File: src/common/temp_seq_pkg.sv
package temp_seq_pkg;

   // Core clock and the internal timebase that paces conversions.
   localparam int CLK_HZ = 125_000_000;
   localparam int TICK_NS = 1000;
   localparam int TICK_CYCLES = TICK_NS * (CLK_HZ / 1_000_000) / 1000;

   // Longest conversion time at the lowest resolution, in ms and in ticks.
   localparam int CONV_MS_9BIT = 150;
   localparam int CONV_TICKS_9BIT = CONV_MS_9BIT * (1_000_000 / TICK_NS);

   // Widths of the counters, the raw sample and the result word.
   localparam int TICK_W = 16;
   localparam int CONV_W = 24;
   localparam int SAMPLE_W = 12;
   localparam int RESULT_W = 16;
   localparam int FRAC_PAD = 4;

   // Lowest kept result bit at the nine-bit setting.
   localparam int LSB_AT_9BIT = 7;

   // Values after reset.
   localparam logic [1:0] RES_RESET = 2'h0;
   localparam logic [15:0] RESULT_RESET = 16'h0000;

   // Sequencer states.
   typedef enum logic [1:0]
   {
      ST_CONVERT = 2'b01,
      ST_STANDBY = 2'b10
   } seq_state_t;

   // Control bits driven by the host side of the device.
   typedef struct packed
   {
      logic low_power_request;
      logic thermostat_mode_sel;
      logic resolution_sel_hi;
      logic resolution_sel_lo;
   } config_t;

   // Snapshot returned to a host read of the result register.
   typedef struct packed
   {
      logic ack;
      logic [15:0] data;
   } read_rsp_t;

endpackage

File: src/hw/temp_conv_seq.sv
`timescale 1ns/10ps

module temp_conv_seq
#(
   parameter int TICK_CYCLES = temp_seq_pkg::TICK_CYCLES,
   parameter int CONV_TICKS_9BIT = temp_seq_pkg::CONV_TICKS_9BIT
)
(
   input wire logic CLK,
   input wire logic ARST_N,
   input wire temp_seq_pkg::config_t CONFIG,
   input wire logic [temp_seq_pkg::SAMPLE_W-1:0] SAMPLE,
   input wire logic RESULT_READ,
   output temp_seq_pkg::read_rsp_t READ_RSP,
   output logic [temp_seq_pkg::RESULT_W-1:0] TEMPERATURE_RESULT,
   output logic RESULT_DONE,
   output logic CONVERTING,
   output logic STANDBY,
   output logic THERMOSTAT_CLEAR
);

   localparam logic [temp_seq_pkg::TICK_W-1:0] TICK_LAST =
      temp_seq_pkg::TICK_W'(TICK_CYCLES - 1);
   localparam logic [temp_seq_pkg::CONV_W-1:0] TERM_9BIT =
      temp_seq_pkg::CONV_W'(CONV_TICKS_9BIT);

   temp_seq_pkg::seq_state_t state;
   temp_seq_pkg::seq_state_t next_state;
   logic [temp_seq_pkg::TICK_W-1:0] tick_cnt;
   logic [temp_seq_pkg::CONV_W-1:0] conv_ticks;
   logic [temp_seq_pkg::CONV_W-1:0] terminal;
   logic [1:0] conv_res;
   logic [1:0] cfg_res;
   logic [temp_seq_pkg::RESULT_W-1:0] keep_mask;
   logic [temp_seq_pkg::RESULT_W-1:0] next_result;
   logic tick;
   logic conv_last;
   logic start_conv;
   logic lpr;

   // Resolution code from the two control bits, 00 meaning nine bits.
   assign cfg_res = {CONFIG.resolution_sel_hi, CONFIG.resolution_sel_lo};
   assign lpr = CONFIG.low_power_request;

   // Timebase pulse, one per microsecond at the default setting.
   assign tick = (state == temp_seq_pkg::ST_CONVERT) &&
      (tick_cnt == TICK_LAST);

   // Terminal count doubles with each extra bit of resolution.
   assign terminal = TERM_9BIT << conv_res;
   assign conv_last = tick && (conv_ticks == terminal - 1'b1);

   // A new conversion starts after the last one unless shutdown is asked for.
   assign start_conv = !lpr &&
      (conv_last || (state == temp_seq_pkg::ST_STANDBY));

   // Per-bit mask: keep bit i when it lies at or above the resolution's LSB.
   genvar gi;
   generate
      for (gi = 0; gi < temp_seq_pkg::RESULT_W; gi++)
      begin : g_mask
         assign keep_mask[gi] =
            (gi + int'(conv_res)) >= temp_seq_pkg::LSB_AT_9BIT;
      end
   endgenerate

   // Left-justified word with the sign in bit 15 and zeros below bit 4.
   assign next_result =
      {SAMPLE, temp_seq_pkg::FRAC_PAD'(0)} & keep_mask;

   // Next sequencer state.
   always_comb
   begin
      next_state = state;
      case (state)
         temp_seq_pkg::ST_CONVERT:
         begin
            if (conv_last && lpr)
            begin
               next_state = temp_seq_pkg::ST_STANDBY;
            end
         end
         temp_seq_pkg::ST_STANDBY:
         begin
            if (!lpr)
            begin
               next_state = temp_seq_pkg::ST_CONVERT;
            end
         end
         default:
         begin
            next_state = temp_seq_pkg::ST_CONVERT;
         end
      endcase
   end

   // State register; reset lands in a running conversion.
   always_ff @(posedge CLK or negedge ARST_N)
   begin
      if (!ARST_N)
      begin
         state <= temp_seq_pkg::ST_CONVERT;
      end
      else
      begin
         state <= next_state;
      end
   end

   // Timebase prescaler; it stands still in standby to save power.
   always_ff @(posedge CLK or negedge ARST_N)
   begin
      if (!ARST_N)
      begin
         tick_cnt <= '0;
      end
      else if (state != temp_seq_pkg::ST_CONVERT || tick)
      begin
         tick_cnt <= '0;
      end
      else
      begin
         tick_cnt <= tick_cnt + 1'b1;
      end
   end

   // Conversion timer in timebase ticks.
   always_ff @(posedge CLK or negedge ARST_N)
   begin
      if (!ARST_N)
      begin
         conv_ticks <= '0;
      end
      else if (state != temp_seq_pkg::ST_CONVERT || conv_last)
      begin
         conv_ticks <= '0;
      end
      else if (tick)
      begin
         conv_ticks <= conv_ticks + 1'b1;
      end
   end

   // Resolution is held for a whole conversion so time and mask agree.
   always_ff @(posedge CLK or negedge ARST_N)
   begin
      if (!ARST_N)
      begin
         conv_res <= temp_seq_pkg::RES_RESET;
      end
      else if (start_conv)
      begin
         conv_res <= cfg_res;
      end
   end

   // Result register, written only when a conversion completes.
   always_ff @(posedge CLK or negedge ARST_N)
   begin
      if (!ARST_N)
      begin
         TEMPERATURE_RESULT <= temp_seq_pkg::RESULT_RESET;
         RESULT_DONE <= 1'b0;
      end
      else
      begin
         RESULT_DONE <= conv_last;
         if (conv_last)
         begin
            TEMPERATURE_RESULT <= next_result;
         end
      end
   end

   // Status flags and the thermostat clear pulse on entering shutdown.
   always_ff @(posedge CLK or negedge ARST_N)
   begin
      if (!ARST_N)
      begin
         CONVERTING <= 1'b1;
         STANDBY <= 1'b0;
         THERMOSTAT_CLEAR <= 1'b0;
      end
      else
      begin
         CONVERTING <= (next_state == temp_seq_pkg::ST_CONVERT);
         STANDBY <= (next_state == temp_seq_pkg::ST_STANDBY);
         THERMOSTAT_CLEAR <=
            conv_last && lpr && CONFIG.thermostat_mode_sel;
      end
   end

   // Host read snapshot; it only samples and never touches the sequencer.
   always_ff @(posedge CLK or negedge ARST_N)
   begin
      if (!ARST_N)
      begin
         READ_RSP <= '0;
      end
      else
      begin
         READ_RSP.ack <= RESULT_READ;
         if (RESULT_READ)
         begin
            READ_RSP.data <= TEMPERATURE_RESULT;
         end
      end
   end
endmodule

File: config.mk
export PLATFORM = sky130hd
export DESIGN_NAME = temp_conv_seq
export DESIGN_NICKNAME = d
export VERILOG_FILES = /design/src/common/temp_seq_pkg.sv /design/src/hw/temp_conv_seq.sv
export SDC_FILE = /design/constraint.sdc
export NUM_CORES = 1
export LEC_CHECK = 0
export BUFFER_PORTS_ARGS = -buffer_cell sky130_fd_sc_hd__buf_2
export CAP_MARGIN = 10
export CORE_ASPECT_RATIO = 1.75
export CORE_MARGIN = 2
export CORE_UTILIZATION = 60
export CTS_CLUSTER_DIAMETER = 50
export DETAILED_ROUTE_END_ITERATION = 6
export MAX_ROUTING_LAYER = met4
export PLACE_DENSITY = 0.85
export SLEW_MARGIN = 20
export SYNTH_ARGS = -nofsm -noshare
export SYNTH_HDL_FRONTEND = slang
export SYNTH_SLANG_ARGS = --single-unit
File: constraint.sdc
create_clock -name CLK -period 8.4 [get_ports CLK]
set_clock_uncertainty 0.05 [all_clocks]
set_input_delay 0.84 -clock CLK [delete_from_list [all_inputs] [get_ports CLK]]
set_output_delay 0.84 -clock CLK [all_outputs]
set_load 0.01 [all_outputs]
### Yosys cells after proc, flatten, opt, wreduce, memory -nomap -nowiden

Cells that the tools add are included.

| word-level totals | value |
|---|---|
| register bits after elaboration | 81 |
| bits of input ports | 19 |
| output and inout port bits | 37 |
| logic and storage cells | 70 |

| operators by class | value |
|---|---|
| add/sub/neg operators | 18 |
| order comparisons | 16 |
| eq/ne operators | 7 |
| shifts and indexed selects | 1 |
| mux-type cells | 6 |
| bitwise operators | 1 |
| reduce and logical (&&, ||, !) cells | 10 |

Operator list:

| cell | count |
|---|---|
| $mux 24 | 2 |
| $add 4x2->5 const A | 8 |
| $ge 5x3->1 const B | 8 |
| $add 24x1->24 const B | 1 |
| $eq 24x24->1 | 1 |
| $shl 18x2->24 const A | 1 |
| $sub 24x1->24 const B | 1 |
| $add 16x1->16 const B | 1 |
| $add 3x2->4 const A | 4 |
| $and 16x16->16 | 1 |
| $eq 16x7->1 const B | 1 |
| $ge 4x3->1 const B | 4 |
| $mux 16 | 1 |
| $ge 3x3->1 const B | 3 |
| $add 2x2->3 const A | 2 |
| $logic_and 1x1->1 | 5 |
| $eq 2x1->1 const B | 2 |
| $eq 2x2->1 const B | 2 |
| $mux 2 | 2 |
| $pmux 2 s2 | 1 |
| $add 1x2->3 const A | 1 |
| $ge 2x3->1 const B | 1 |
| $logic_or 1x1->1 | 3 |
| $ne 2x1->1 const B | 1 |
| other kinds (2) | 2 |

### Longest topological paths before layout

| logic depth | value |
|---|---|
| word-level depth | 8 |
| mapped depth | 9 |
| depth with buffers taken out | 7 |

### Worst setup path after synthesis

Ideal clock, no wire load.

| timing | value |
|---|---|
| kind | reg-to-reg |
| start | register conv_res[1] |
| end | register conv_ticks[10] (netlist bit) |
| library setup time | 120 ps |
| arrival | 2603 ps |
| required time | 8230 ps |
| setup slack | 5628 ps |
| cell stages (with the launch flop) | 10 |
| buffers on the path | 2 |
| period minus slack after synthesis | 2772 ps |
| path through | dfrtp_1 > inv_1 > ha_1 > or3b_2 > a22oi_4 > o221ai_2 > or4_4 > buf_6 > buf_6 > and3_1 |

| on the way | value |
|---|---|
| word-level cells in the longest chain between the ends | 6 |
| elaborated cells on any way between the ends | 7 |
| those cells by class | add/sub: 1; eq/ne: 1; shift: 1; mux: 1; reduce/logical: 3 |

Ends and longest elaborated chain:

| element | line | RTL |
|---|---|---|
| start: declaration | temp_conv_seq.sv:32 | `logic [1:0] conv_res;` |
| start signal: assignment | temp_conv_seq.sv:149 | `conv_res <= temp_seq_pkg::RES_RESET;` |
| start signal: assignment | temp_conv_seq.sv:153 | `conv_res <= cfg_res;` |
| $shl 18x2->24 (*) | temp_conv_seq.sv:50 | `assign terminal = TERM_9BIT << conv_res;` |
| $sub 24x1->24 (*) | temp_conv_seq.sv:51 | `assign conv_last = tick && (conv_ticks == terminal - 1'b1);` |
| $eq 24x24->1 (*) | temp_conv_seq.sv:51 |  |
| $logic_and 1x1->1 (*) | temp_conv_seq.sv:51 |  |
| $logic_or 1x1->1 (*) | temp_conv_seq.sv:134 | `else if (state != temp_seq_pkg::ST_CONVERT \|\| conv_last)` |
| $mux 24 or $reduce_bool 2->1 (tied branches) | -- |  |
| end signal: assignment | temp_conv_seq.sv:140 | `conv_ticks <= conv_ticks + 1'b1;` |
| end: declaration | temp_conv_seq.sv:30 | `logic [temp_seq_pkg::CONV_W-1:0] conv_ticks;` |

Every way passes the cells marked *; elsewhere a longest branch is shown, timed or not.
A chain may end at the register's enable or synchronous reset.

### Worst setup path after layout

| timing | value |
|---|---|
| start | register state[0] |
| end | register TEMPERATURE_RESULT[13] (netlist bit) |

| on the way | value |
|---|---|
| word-level cells in the longest chain between the ends | 3 |

Ends and longest elaborated chain:

| element | line | RTL |
|---|---|---|
| start: declaration | temp_conv_seq.sv:27 | `temp_seq_pkg::seq_state_t state;` |
| start signal: assignment | temp_conv_seq.sv:102 | `state <= temp_seq_pkg::ST_CONVERT;` |
| start signal: assignment | temp_conv_seq.sv:106 | `state <= next_state;` |
| $eq 2x1->1 | temp_conv_seq.sv:46 | `assign tick = (state == temp_seq_pkg::ST_CONVERT) &&` |
| $logic_and 1x1->1 | temp_conv_seq.sv:46 |  |
| $logic_and 1x1->1 | temp_conv_seq.sv:51 |  |
| end signal: assignment | temp_conv_seq.sv:162 | `TEMPERATURE_RESULT <= temp_seq_pkg::RESULT_RESET;` |
| end signal: assignment | temp_conv_seq.sv:170 | `TEMPERATURE_RESULT <= next_result;` |
| end: declaration | temp_conv_seq.sv:15 | `output logic [temp_seq_pkg::RESULT_W-1:0] TEMPERATURE_RESULT,` |

Every way passes these cells.

==> results_dict.tcl <==
set metrics [dict create \
    die_y_um 111 \
    cp_max_fo 32 \
    cts_resized 0 \
    coreArea_um2 6440 \
    hold_path_end "tick_cnt[0]" \
    synthArstFlopShare_pct 100 \
    netlist_area_um2 3930 \
    place_congestion 0.921 \
    viasPerCell 6.09 \
    numCtsBuffers 9 \
    p_int_mw 0.675 \
    grt_pass1_wl_mm 14.7 \
    combPwrFrac_pct 16.8 \
    detail_route.wl_per_cell_um 17.9 \
    hold_depth 1 \
    grt_antenna_before_repair 0 \
    clk_pin_slew_ns 0.05 \
    ys_seq_area_share_pct 46.6 \
    fp.dieW_um 65.2 \
    rsz0062_at_grt "no" \
    ff2ff_setup_slack_ns 5.04 \
    max_freq_mhz 298 \
    timing.rr.end "TEMPERATURE_RESULT[13]" \
    status "completed" \
    cts_buffer_depth 2 \
    track_usage_pct 27.4 \
    final_area_um2 4490 \
    n_antenna_cell 0 \
    areaGrowthSynthToFinish_pct 14.2 \
    drtPass1Iterations 4 \
    num-nets-final 443 \
    dp_cells 482 \
    fin_crit_sh_pct 40.0 \
    swShare_pct 26.8 \
    slew_headroom_pct 39.6 \
    critical_path_required_ns 8.56 \
    dieArea_um2 7240 \
    grt_pass1_vias 3083 \
    power.share.clock_pct 42.1 \
    synth.largest_area_cell "dfrtp_1" \
    route.vias.total 3033 \
    hold_class "reg -> reg" \
    overflow 0 \
    p_leak_nw 2.12 \
    powerDensity_nw_per_um2 205 \
    p_sw_mw 0.247 \
    ys_types 52 \
    ir_drop_v 0.000154 \
    drive_above_1_share_pct 26.0 \
    finalHoldViolations 0 \
    finalSetupTns_ns 0 \
    yosysWarnings 0 \
    drt-initial-drc-count 288 \
    tightest_slew_ns 0.906 \
    wirelength_mm 8.89 \
    worstPathArrival_ns 3.53 \
    port_buffers 47 \
    synth_top_area_share_pct 45.2 \
    setup_violations 0 \
    placed_area_um2 4170 \
    worstSetupEndpointType "flop" \
    slew_violations 0 \
    worst-setup-path-type "reg -> reg" \
    p_seq_share_pct 41.1 \
    hp-start "tick_cnt[0]" \
    instances_no_fill 498 \
    worst_skew_pair.late_latency_ns 0.34 \
    synth.area.top_cells "dfrtp_1 (45%), xnor2_1 (7.1%), mux2_2 (6.3%)" \
    startpoint_type "flop" \
    ys_ff_latch 73 \
    ys_dominant_reg_cell "dfrtp_1" \
    hold_buffers 0 \
    synth-edff-count 0 \
    antenna_left 0 \
    maxCapViolCount 0 \
    hpwl_mm 5.97 \
    rows 39 \
    worstRegToRegCells 7 \
    r2r-start "state[0]" \
    route.detailed.drc 0 \
    num_io_pins 56 \
    root_buffer "clkbuf_16" \
    cts_tree "built" \
    avgSynthCellArea_um2 10.8 \
    grt_max_degree 74 \
    cts.sinks 73 \
    postCtsSetupBuffers 0 \
    period_needed_ns 3.36 \
    syn_inst 365 \
    initial_core_util_pct 61.0 \
    cts.htree.levels 3 \
]
[cell usage in the layout, fill, tap and decap left out, types with 8 or more instances in the layout]
cell,instances
xnor2_1,32
dfrtp_1,71
nand3_1,18
and3_1,25
nor2_1,18
mux2_2,22
nand2_1,18
conb_1,8
nand4_1,21
clkbuf_16,9
buf_2,47
inv_1,15
ha_1,13
[how the worst max path moves through the flow]
stage                           start                     end  slack (ns)  depth (start not counted)
final                        state[0]  TEMPERATURE_RESULT[13]        5.04                          7
after global routing         state[0]  TEMPERATURE_RESULT[13]        4.89                          7
after CTS                    state[0]  TEMPERATURE_RESULT[13]        5.08                          7
after detailed placement     state[0]  TEMPERATURE_RESULT[13]        5.11                          7
after global placement       state[0]  TEMPERATURE_RESULT[10]        5.27                          7
after floorplan           conv_res[1]          conv_ticks[10]        5.63                          9
[sequential cells by signal (all words and copies together), names as in the netlist]
register,flops
conv_ticks,24
tick_cnt,16
READ_RSP,13
TEMPERATURE_RESULT,12
conv_res,2
state,2
CONVERTING,1
RESULT_DONE,1
STANDBY,1
THERMOSTAT_CLEAR,1
[power by group through the flow]
stage	clock, mW	sequential (mW)	combinational (mW)
2_1_floorplan	0	0.384	0.113
3_3_place_gp	0	0.384	0.148
3_5_place_dp	0	0.385	0.153
4_1_cts	0.395	0.379	0.154
5_1_grt	0.410	0.380	0.173
6_report	0.388	0.379	0.155
[cell usage after synthesis, types with 2 or more instances]
| library cell | number |
|---|---|
| nor3_1 | 5 |
| buf_4 | 9 |
| clkbuf_1 | 5 |
| nand4_1 | 21 |
| nand2_1 | 18 |
| and2_1 | 3 |
| o21ai_1 | 2 |
| a21oi_1 | 6 |
| nor4b_1 | 3 |
| o31ai_1 | 5 |
| buf_6 | 3 |
| nor4_1 | 5 |
| dfrtp_1 | 71 |
| inv_1 | 15 |
| mux2_2 | 22 |
| nor2b_1 | 3 |
| and3_1 | 25 |
| nor4bb_1 | 2 |
| dfstp_2 | 2 |
| or4_4 | 2 |
| and4_1 | 4 |
| or3b_2 | 3 |
| nor2_1 | 18 |
| o22ai_1 | 2 |
| xor2_1 | 6 |
| buf_2 | 4 |
| nand3_1 | 18 |
| ha_1 | 13 |
| xnor2_1 | 32 |
| a41o_1 | 2 |
| o21ai_0 | 6 |
| nand3b_1 | 2 |
| or3_1 | 5 |
| and3_2 | 5 |
[per-layer routing]
layer | vias to the layer above | track usage (%) | wire length [um]
met4 | 0 | 16.1 | 333
met3 | 30 | 5.28 | 394
met5 | - | - | 0
met2 | 102 | 46.7 | 4950
li1 | 1397 | - | -
met1 | 1504 | 28.4 | 3220
[cell families after synthesis]
logic type | after synthesis | share of synthesized area (%)
xor gates and xnor gates | 38 | 8.47
AOI/OAI and AO/OA | 33 | 7.07
adders and majority gates | 13 | 4.14
other | 1 | 0.0954
buffers and inverters | 37 | 5.10
muxes | 22 | 6.31
DFF | 73 | 46.6
and+or+nand+nor | 148 | 22.3
[metrics by stage]
stage | hold slack [ns] | utilization (%) | power [mW] | worst slack, ns
floorplan | 0.397 | - | 0.496 | 5.63
global placement | 0.422 | 64.8 | 0.532 | 5.27
detailed placement | 0.427 | 64.8 | 0.537 | 5.11
CTS | 0.433 | 69.6 | 0.927 | 5.08
global route | 0.446 | 69.7 | 0.962 | 4.89
finish | 0.427 | 69.7 | 0.922 | 5.04
[area by class of cell]
| cell class | instances | area, um2 |
|---|---|---|
| fillers | 472 | 1950 |
| clock inverters | 2 | 35.0 |
| well taps | 82 | 103 |
| flip-flops and latches | 73 | 1830 |
| clock buffers | 14 | 274 |
| inverters | 15 | 56.3 |
| multi-input cells | 262 | 1930 |
| repair buffers | 50 | 258 |
[critical path, cell delays in order (launching register included)]
cell and delay, ns:
dfstp_2 0.54, ha_1 0.15, buf_4 0.29, nand4_1 0.12
nor4b_1 0.36, nor4b_1 0.58, and4_1 0.72, mux2_2 0.42
Power figures use the tool's default switching activity.
